### config.mk
export PLATFORM = sky130hd
export DESIGN_NAME = irqnv_ctrl
export DESIGN_NICKNAME = d
export VERILOG_FILES = /design/src/irqnv_pkg.sv /design/src/irqnv_ctrl.sv
export SDC_FILE = /design/constraint.sdc
export NUM_CORES = 1
export LEC_CHECK = 0
export BUFFER_PORTS_ARGS = -buffer_cell sky130_fd_sc_hd__buf_4
export CAP_MARGIN = 15
export CORE_AREA = 2 2 188 190
export CTS_CLUSTER_SIZE = 40
export DETAILED_ROUTE_END_ITERATION = 6
export DIE_AREA = 0 0 190 192
export SLEW_MARGIN = 20
export SYNTH_ARGS = -nofsm -noshare
export SYNTH_HDL_FRONTEND = slang
export SYNTH_SLANG_ARGS = --single-unit
export TNS_END_PERCENT = 5
### constraint.sdc
create_clock -name clk_i -period 4.5 [get_ports clk_i]
set_clock_uncertainty 0.2 [all_clocks]
set_input_delay 0.675 -clock clk_i [delete_from_list [all_inputs] [get_ports clk_i]]
set_output_delay 0.675 -clock clk_i [all_outputs]
set_load 0.005 [all_outputs]
### src/irqnv_pkg.sv
// Constants shared by the interrupt and key store verify block.
// Assumes a classic Wishbone slave with byte-wide registers per word.
package irqnv_pkg;
    // ****************************************************************
    // Register map (word addresses on a 32-bit bus, data in bits 7:0)
    // ****************************************************************
    localparam logic [7:0] IRQNV_IDX_ENABLE  = 8'hc6;
    localparam logic [7:0] IRQNV_IDX_STATUS  = 8'hc7;
    localparam logic [7:0] IRQNV_IDX_VERIFY  = 8'hc8;
    localparam logic [7:0] IRQNV_IDX_CONFIG  = 8'hc2;
    localparam logic [7:0] IRQNV_IDX_MASK    = 8'hc9;
    localparam logic [7:0] IRQNV_IDX_PENDING = 8'hca;
    localparam logic [7:0] IRQNV_RESET_VAL   = 8'h00;
    // ****************************************************************
    // Field positions
    // ****************************************************************
    localparam int IRQNV_BIT_IND    = 7;
    localparam int IRQNV_BIT_RXF    = 6;
    localparam int IRQNV_BIT_DSR    = 5;
    localparam int IRQNV_BIT_GLOBAL = 0;
    localparam int IRQNV_BIT_OK     = 7;
    localparam int IRQNV_BIT_FIN    = 6;
    localparam int IRQNV_BIT_SPARE  = 5;
    localparam int IRQNV_BIT_START  = 2;
    localparam int IRQNV_BIT_SEL    = 1;
    localparam logic [7:0] IRQNV_ENABLE_RW = 8'he1;
    localparam logic [7:0] IRQNV_SRC_MASK  = 8'he0;
    localparam logic [7:0] IRQNV_CFG_RW    = 8'h02;
    // Pending/mask layout: 0 verify done, 1..3 sources
    localparam int IRQNV_EV_VFY = 0;
    localparam int IRQNV_EV_IND = 1;
    localparam int IRQNV_EV_RXF = 2;
    localparam int IRQNV_EV_DSR = 3;
    localparam int IRQNV_EVENTS = 4;
    // ****************************************************************
    // Verify sequencer
    // ****************************************************************
    localparam int IRQNV_KEY_COUNT = 16;
    typedef enum logic [3:0] {
        IRQNV_IDLE = 4'b0001,
        IRQNV_READ = 4'b0010,
        IRQNV_HASH = 4'b0100,
        IRQNV_CMP  = 4'b1000
    } irqnv_state_type;
endpackage
### src/irqnv_ctrl.sv
// Interrupt enables, status and key store verify control.
// Assumes a key memory port answering one word per cycle and an
// external hash engine with start/done; source events are pins.
module irqnv_ctrl
    import irqnv_pkg::*;
#(
    parameter int KEY_W   = 32,
    parameter int KEY_N   = IRQNV_KEY_COUNT,
    parameter int DIG_W   = 160
)(
    input  wire logic              clk_i,
    input  wire logic              rst_i,
    input  wire logic              cyc_i,
    input  wire logic              stb_i,
    input  wire logic              we_i,
    input  wire logic [7:0]        adr_i,
    input  wire logic [3:0]        sel_i,
    input  wire logic [31:0]       dat_i,
    output logic      [31:0]       dat_o,
    output logic                   ack_o,
    input  wire logic              ind_access_done_i,
    input  wire logic              receiver_present_i,
    input  wire logic              receiver_lock_i,
    input  wire logic              downstream_irq_i,
    output logic      [7:0]        key_addr_o,
    output logic                   key_rd_o,
    input  wire logic [KEY_W-1:0]  key_data_i,
    output logic                   hash_start_o,
    output logic      [KEY_W-1:0]  hash_data_o,
    output logic                   hash_valid_o,
    input  wire logic              hash_done_i,
    input  wire logic [DIG_W-1:0]  hash_digest_i,
    input  wire logic [DIG_W-1:0]  stored_digest_i,
    output logic                   irq_o,
    output logic                   pending_irq_o
);
    // ****************************************************************
    // State
    // ****************************************************************
    typedef struct packed {
        logic [1:0]      s1;
        logic [1:0]      s2;
        logic            rxf_prev;
        logic            ack;
        logic [31:0]     rdata;
        logic [7:0]      enable;
        logic [7:0]      status;
        logic [7:0]      verify;
        logic [7:0]      config_r;
        logic [IRQNV_EVENTS-1:0] pend;
        logic [IRQNV_EVENTS-1:0] mask;
        irqnv_state_type fsm;
        logic [7:0]      kidx;
        logic            rd_pend;
        logic            hstart;
        logic            hvalid;
        logic [KEY_W-1:0] hdata;
    } irqnv_regs_type;

    irqnv_regs_type r_ff;
    irqnv_regs_type nxt_r;

    logic [7:0] wmask;
    logic       wr;
    logic       rd;
    logic       rxf_cond;
    logic       rxf_evt;
    logic       vfy_evt;
    logic [IRQNV_EVENTS-1:0] ev;

    function automatic logic [7:0] merge(input logic [7:0] old,
                                         input logic [7:0] wv,
                                         input logic [7:0] rwm);
        merge = (old & ~rwm) | (wv & rwm);
    endfunction

    // Receiver pins are asynchronous: two flops, then only s2 is read
    always_comb
    begin
        wmask    = sel_i[0] ? 8'hff : 8'h00;
        wr       = cyc_i && stb_i && we_i && !r_ff.ack;
        rd       = cyc_i && stb_i && !we_i && !r_ff.ack;
        rxf_cond = r_ff.config_r[IRQNV_BIT_SEL] ?
                   (r_ff.s2[0] && r_ff.s2[1]) : r_ff.s2[0];
        rxf_evt  = rxf_cond && !r_ff.rxf_prev;
        vfy_evt  = 1'b0;
        ev       = '0;

        nxt_r          = r_ff;
        nxt_r.s1       = {receiver_lock_i, receiver_present_i};
        nxt_r.s2       = r_ff.s1;
        nxt_r.rxf_prev = rxf_cond;
        nxt_r.ack      = cyc_i && stb_i && !r_ff.ack;
        nxt_r.hstart   = 1'b0;
        nxt_r.hvalid   = 1'b0;
        nxt_r.rd_pend  = 1'b0;

        // ************************************************************
        // Verify sequencer
        // ************************************************************
        unique case (r_ff.fsm)
            IRQNV_IDLE:
            begin
                if (r_ff.verify[IRQNV_BIT_START])
                begin
                    nxt_r.verify[IRQNV_BIT_FIN] = 1'b0;
                    nxt_r.verify[IRQNV_BIT_OK]  = 1'b0;
                    nxt_r.kidx   = 8'h00;
                    nxt_r.hstart = 1'b1;
                    nxt_r.fsm    = IRQNV_READ;
                end
            end
            IRQNV_READ:
            begin
                // One key per two cycles: read then feed hash
                if (r_ff.rd_pend)
                begin
                    nxt_r.hdata  = key_data_i;
                    nxt_r.hvalid = 1'b1;
                    if (r_ff.kidx == 8'(KEY_N - 1))
                        nxt_r.fsm = IRQNV_HASH;
                    else
                        nxt_r.kidx = r_ff.kidx + 8'h01;
                end
                else
                    nxt_r.rd_pend = 1'b1;
            end
            IRQNV_HASH:
            begin
                if (hash_done_i)
                    nxt_r.fsm = IRQNV_CMP;
            end
            IRQNV_CMP:
            begin
                nxt_r.verify[IRQNV_BIT_OK] =
                    (hash_digest_i == stored_digest_i);
                nxt_r.verify[IRQNV_BIT_FIN]   = 1'b1;
                nxt_r.verify[IRQNV_BIT_START] = 1'b0;
                vfy_evt   = 1'b1;
                nxt_r.fsm = IRQNV_IDLE;
            end
        endcase

        // ************************************************************
        // Source status, sticky until the source is disabled
        // ************************************************************
        if (ind_access_done_i)
            nxt_r.status[IRQNV_BIT_IND] = 1'b1;
        if (rxf_evt)
            nxt_r.status[IRQNV_BIT_RXF] = 1'b1;
        if (downstream_irq_i && r_ff.enable[IRQNV_BIT_DSR])
            nxt_r.status[IRQNV_BIT_DSR] = 1'b1;

        // ************************************************************
        // Register writes
        // ************************************************************
        if (wr)
        begin
            unique case (adr_i)
                IRQNV_IDX_ENABLE:
                    nxt_r.enable = merge(r_ff.enable, dat_i[7:0],
                                         wmask & IRQNV_ENABLE_RW);
                IRQNV_IDX_VERIFY:
                    if (sel_i[0])
                    begin
                        if (dat_i[IRQNV_BIT_START] && r_ff.fsm == IRQNV_IDLE)
                            nxt_r.verify[IRQNV_BIT_START] = 1'b1;
                        nxt_r.verify[IRQNV_BIT_SPARE] = dat_i[IRQNV_BIT_SPARE];
                    end
                IRQNV_IDX_CONFIG:
                    nxt_r.config_r = merge(r_ff.config_r, dat_i[7:0],
                                           wmask & IRQNV_CFG_RW);
                IRQNV_IDX_MASK:
                    if (sel_i[0])
                        nxt_r.mask = dat_i[IRQNV_EVENTS-1:0];
                IRQNV_IDX_PENDING:
                    if (sel_i[0])
                        nxt_r.pend = r_ff.pend & ~dat_i[IRQNV_EVENTS-1:0];
                default:
                    nxt_r.ack = nxt_r.ack;
            endcase
        end
        // Disabled sources drop their flag; status is read only
        nxt_r.status = nxt_r.status & ({nxt_r.enable[7:1], 1'b1});

        // Global status follows enabled and flagged sources
        nxt_r.status[IRQNV_BIT_GLOBAL] =
            |(nxt_r.status & nxt_r.enable & IRQNV_SRC_MASK);

        // Sticky pending bits; a new event beats the clear
        ev[IRQNV_EV_VFY] = vfy_evt;
        ev[IRQNV_EV_IND] = ind_access_done_i;
        ev[IRQNV_EV_RXF] = rxf_evt;
        ev[IRQNV_EV_DSR] = downstream_irq_i;
        nxt_r.pend = nxt_r.pend | ev;

        // ************************************************************
        // Read data
        // ************************************************************
        nxt_r.rdata = 32'h0000_0000;
        if (rd)
        begin
            unique case (adr_i)
                IRQNV_IDX_ENABLE:  nxt_r.rdata[7:0] = r_ff.enable;
                IRQNV_IDX_STATUS:  nxt_r.rdata[7:0] = r_ff.status;
                IRQNV_IDX_VERIFY:  nxt_r.rdata[7:0] = r_ff.verify;
                IRQNV_IDX_CONFIG:  nxt_r.rdata[7:0] = r_ff.config_r;
                IRQNV_IDX_MASK:
                    nxt_r.rdata[IRQNV_EVENTS-1:0] = r_ff.mask;
                IRQNV_IDX_PENDING:
                    nxt_r.rdata[IRQNV_EVENTS-1:0] = r_ff.pend;
                default:           nxt_r.rdata = 32'h0000_0000;
            endcase
        end
    end

    always_ff @(posedge clk_i)
    begin
        if (rst_i)
        begin
            r_ff          <= '0;
            r_ff.enable   <= IRQNV_RESET_VAL;
            r_ff.status   <= IRQNV_RESET_VAL;
            r_ff.verify   <= IRQNV_RESET_VAL;
            r_ff.config_r <= IRQNV_RESET_VAL;
            r_ff.fsm      <= IRQNV_IDLE;
        end
        else
            r_ff <= nxt_r;
    end

    // ****************************************************************
    // Outputs
    // ****************************************************************
    assign dat_o         = r_ff.rdata;
    assign ack_o         = r_ff.ack;
    assign key_addr_o    = r_ff.kidx;
    assign key_rd_o      = (r_ff.fsm == IRQNV_READ) && !r_ff.rd_pend;
    assign hash_start_o  = r_ff.hstart;
    assign hash_data_o   = r_ff.hdata;
    assign hash_valid_o  = r_ff.hvalid;
    assign irq_o         = r_ff.enable[IRQNV_BIT_GLOBAL] &&
                           r_ff.status[IRQNV_BIT_GLOBAL];
    assign pending_irq_o = |(r_ff.pend & r_ff.mask);
endmodule // irqnv_ctrl

# == Word level (Yosys, flattened, before mapping) ==
# Cells that the tools add are included.
# word_totals
register_bits,121
out_inout_bits,78
# op_classes
muxes,32
n_eq_ne,17
n_addsub,1
bitwise,17
reduce_logical,30
# op_table
operator,n
$eq 160x160->1,1
$eq 8x8->1 const B,6
$and 8x8->8,5
$mux 8,5
$mux 33,1
$pmux 4 s4,2
$mux 12,2
$mux 4,6
$pmux 4 s6,1
$or 8x8->8,2
$pmux 8 s2,1
$logic_and 1x1->1,12
$mux 1,12
$ne 2x2->1 const B,5
$add 8x1->8 const B,1
$and 4x4->4,2
$and 8x2->8,1
$eq 8x4->1 const B,1
$not 2->8,1
$not 8->8,1
$reduce_and 4->1,2
$reduce_and 2->1,3
$reduce_and 3->1,2
$reduce_or 2->1,3
13 further kinds,19

# == Longest topological paths before layout ==
# depth
word_depth,9
depth_mapped,8
depth_no_buf,6

# == Worst setup path after synthesis ==
# Ideal clock, no wire load.
# synth_path
path_type,input-to-reg
start,in adr_i[0]
end,reg r_ff[71] (netlist bit)
required_time_ns,4.173
t_arrival_ns,2.148
setup_time_ns,0.127
setup_slack_ns,2.025
path_stages,7
cell_sequence,buf_2 nand4bb_1 nor4_4 mux2i_1 nor2_1 o21a_1 or3_1
# synth_between
elab_chain_len,6
# synth_rtl
item,line,source
start: declaration,irqnv_ctrl.sv:16,"input wire logic [7:0] adr_i,"
$eq 8x8->1 (*),irqnv_ctrl.sv:159,unique case (adr_i)
$mux 8 (*),irqnv_ctrl.sv:159,
$mux 8 (*),irqnv_ctrl.sv:157,if (wr)
$and 8x8->8,irqnv_ctrl.sv:184,"nxt_r.status = nxt_r.status & ({nxt_r.enable[7:1], 1'b1});"
$and 8x8->8 (*),irqnv_ctrl.sv:188,|(nxt_r.status & nxt_r.enable & IRQNV_SRC_MASK);
$reduce_or 3->1 (*),irqnv_ctrl.sv:188,
end signal: assignment,irqnv_ctrl.sv:229,r_ff <= nxt_r;
end: declaration,irqnv_ctrl.sv:60,irqnv_regs_type r_ff;
# Mark *: on every way between the ends. The rest lies on a longest branch, timed or not.
# A chain may end at the register's enable or synchronous reset.

# == Worst setup path after layout ==
# layout_path
start,in stored_digest_i[76]
end,reg r_ff[70] (netlist bit)
# layout_between
elab_chain_len,2
# layout_rtl
item,line,source
start: declaration,irqnv_ctrl.sv:33,"input wire logic [DIG_W-1:0] stored_digest_i,"
$eq 160x160->1,irqnv_ctrl.sv:136,(hash_digest_i == stored_digest_i);
$pmux 2 s2,irqnv_ctrl.sv:101,unique case (r_ff.fsm)
# No other way between the ends.

==> results.cfg <==
[sta]
slew_headroom = 0.4453
min_period_ns = 2.693
period_share = 0.5984
rsz0062_at_grt = false
setup_viol = 0
setup_tns_ns = 0
hold_viol_final = 0
drv_slew = 0
layout_setup_ws_ns = 1.807
max_freq_ghz = 0.3714
worstMarginPinSlew_ns = 0.8245
holdWs_ns = 0.2326

[outcome]
status = finished clean

[global_routing]
grt_max_degree = 67
grt_pass1_vias = 5830
grt_pass1_wl_um = 35650
antenna_found_initial = 16
grt_overflow = 0
grt_use_total = 0.1361

[worst_setup_path]
worstSetupEndpoint = r_ff[70]
crit_slowest_cell = nor4_1
reg2reg_from = r_ff[46]
cp_max_fo = 1
crit_family = simple AND/OR/NAND/NOR gates
reg2reg_to = r_ff[70]
cp.depth = 7
reg2reg_slack_ns = 2.17
setup.worst_path.start = stored_digest_i[76]
crit_chain = buf_4, xor2_1, nor4_1, nand4_1, nor4_1, nand4_1, o21ai_2
crit_buf_inv = 1
crit_path_max_incr_delay_ns = 0.65
crit_type = in2reg
end_kind = flip-flop
r2r_cells = 6
cp.required_ns = 4.58
arrival_ns = 2.77
cp-start-kind = primary input

[worst_hold_path]
whs_path_depth = 1
hold_path.class = reg2reg
min-delay-start = nxt_r[121]

[placed_design]
routabilityCongestion = 0.8639
post_dp_cell_area_sq_um = 8666
post-place-ws_ns = 1.461
dpl.hpwl_um = 22830
io_buffers = 430

[cts]
postCtsSetupBuffers = 0
cts_made_buffers = 9
root_buffer = clkbuf_16
cts_tree = yes
cts_resized = 0
cts.sinks = 81
cts_hold_buffers = 0
clk_latency_ns = 0.34
clk_pin_slew_ns = 0.06
htreeDepth = 3
clock_path_buffers = 2

[layout]
postLayoutCellArea_sq_um = 9017
final_cell_mix = buf_4 (432), xor2_1 (149), nand2_1 (84), dfxtp_1 (81), a21oi_1 (44)
multi_input_area_sq_um = 3213
syn2layout_area_growth_pct = 67.22
fin_nets = 1430
seq_area_sq_um = 1622
layout_commonest_cell = buf_4
fill_cells = 3738
drive_gt1_frac = 0.4436

[synthesis]
synth-edff-count = 0
syn-cell-area_sq_um = 5393
synth.ff_latch_count = 81
async_reset_ff_frac = 0
synth_ff_type = dfxtp_1
yosysUniqueCellTypes = 41
syn_inst = 647
ys_seq_area_frac = 0.3007
yosys_warnings = 0
syn_area_per_cell_sq_um = 8.335

[die]
rows = 68
initial_core_util = 0.1573
ios = 484
die_area_sq_um = 36480
dieWidth_um = 190
core-area_sq_um = 34290
fp.dieH_um = 192

[drt]
first_iter_violations = 207
wire_per_inst_um = 17.51
first_pass_iters = 5
drc = 0
num_vias = 5823
antenna_left = 0
wirelength_um = 26030
avgViaCountPerCell = 3.919

[job]
max-cap-violations = 0

[power_and_ir_drop]
p_leak_uw = 0.004015
powerDensity_nw_per_um2 = 227.5
ir_drop_v = 0.0001480
-- cell families (layout without fill, tap and decap cells) --
family | after synthesis | after routing | share of synthesized area
and+or+nand+nor | 225 | 225 | 0.2144
adders and majority gates | 1 | 1 | 0.002320
other | 1 | 28 | 0.0006954
AOI/OAI and AO/OA | 68 | 68 | 0.07517
DFF | 81 | 81 | 0.3007
buffers and inverters | 96 | 453 | 0.1204
muxes | 9 | 9 | 0.01671
xor gates and xnor gates | 166 | 166 | 0.2696
-- cell type report --
type / count / share of cell area
antenna: 3 / 0.0008325
clock inverter: 6 / 0.01277
multi-input combinational: 494 / 0.3563
sequential: 81 / 0.1798
clock buffer: 10 / 0.02539
tap: 455 / 0.06313
inverter: 5 / 0.002081
timing repair buffer: 432 / 0.3597
-- report_power, final --
part           internal (uW)  switching, uW  total, uW
logic                    286            170        456
clock network            546            321        867
registers                723           5.76        728
total                   1550            498       2050
-- routing by layer --
metal	GRT usage	share of wire	routed length [um]	vias up
met1	0.1413	0.36	9411	2626
met4	0.03667	0.021	536	2
li1	-	-	-	2850
met5	0	0.00050	13	-
met2	0.2639	0.54	14010	300
met3	0.04020	0.079	2055	45
-- cell usage after synthesis, types with 4 or more instances --
cell	count	area (sq um)
a21oi_1	44	220.2
a22oi_1	4	30.03
a32oi_1	4	35.03
and3_1	5	31.28
buf_4	72	540.5
clkbuf_1	13	48.80
dfxtp_1	81	1622
inv_1	5	18.77
mux2i_1	9	90.09
nand2_1	84	315.3
nand3_1	4	20.02
nand4_1	19	118.9
nor2_1	38	142.6
nor2b_1	5	31.28
nor3_1	9	45.04
nor4_1	39	244.0
o21ai_0	4	20.02
xnor2_1	17	148.9
xor2_1	149	1305
-- stage by stage --
stage | util | total power (uW) | instances
finish | 0.2630 | 2052 | 1486
detailed placement | 0.2527 | 1205 | 1467
global placement | 0.2527 | 1199 | 1467
CTS | 0.2628 | 2096 | 1483
floorplan | - | 894.7 | 671
global route | 0.2630 | 2154 | 1486
-- worst min-delay path by stage --
stage	to	slack [ns]
CTS	r_ff[121]	0.24
detailed placement	r_ff[121]	0.22
floorplan	r_ff[121]	0.21
global route	r_ff[121]	0.26
finish	r_ff[121]	0.23
global placement	r_ff[122]	0.23
-- worst reg2reg max path: cells and delay by family, from the launching register on --
kind / cells / cell delay (ns)
compound gates: 1 / 0.11
simple gates: 5 / 1.51
flops: 1 / 0.45
-- state kept, by name (all words and copies together), names as in the netlist, named ones only --
signal,cells
ack_o,1
dat_o,7
hash_data_o,32
hash_start_o,1
hash_valid_o,1
key_addr_o,8
nxt_r,2
r_ff,27
(Power assumes the default switching activity.)
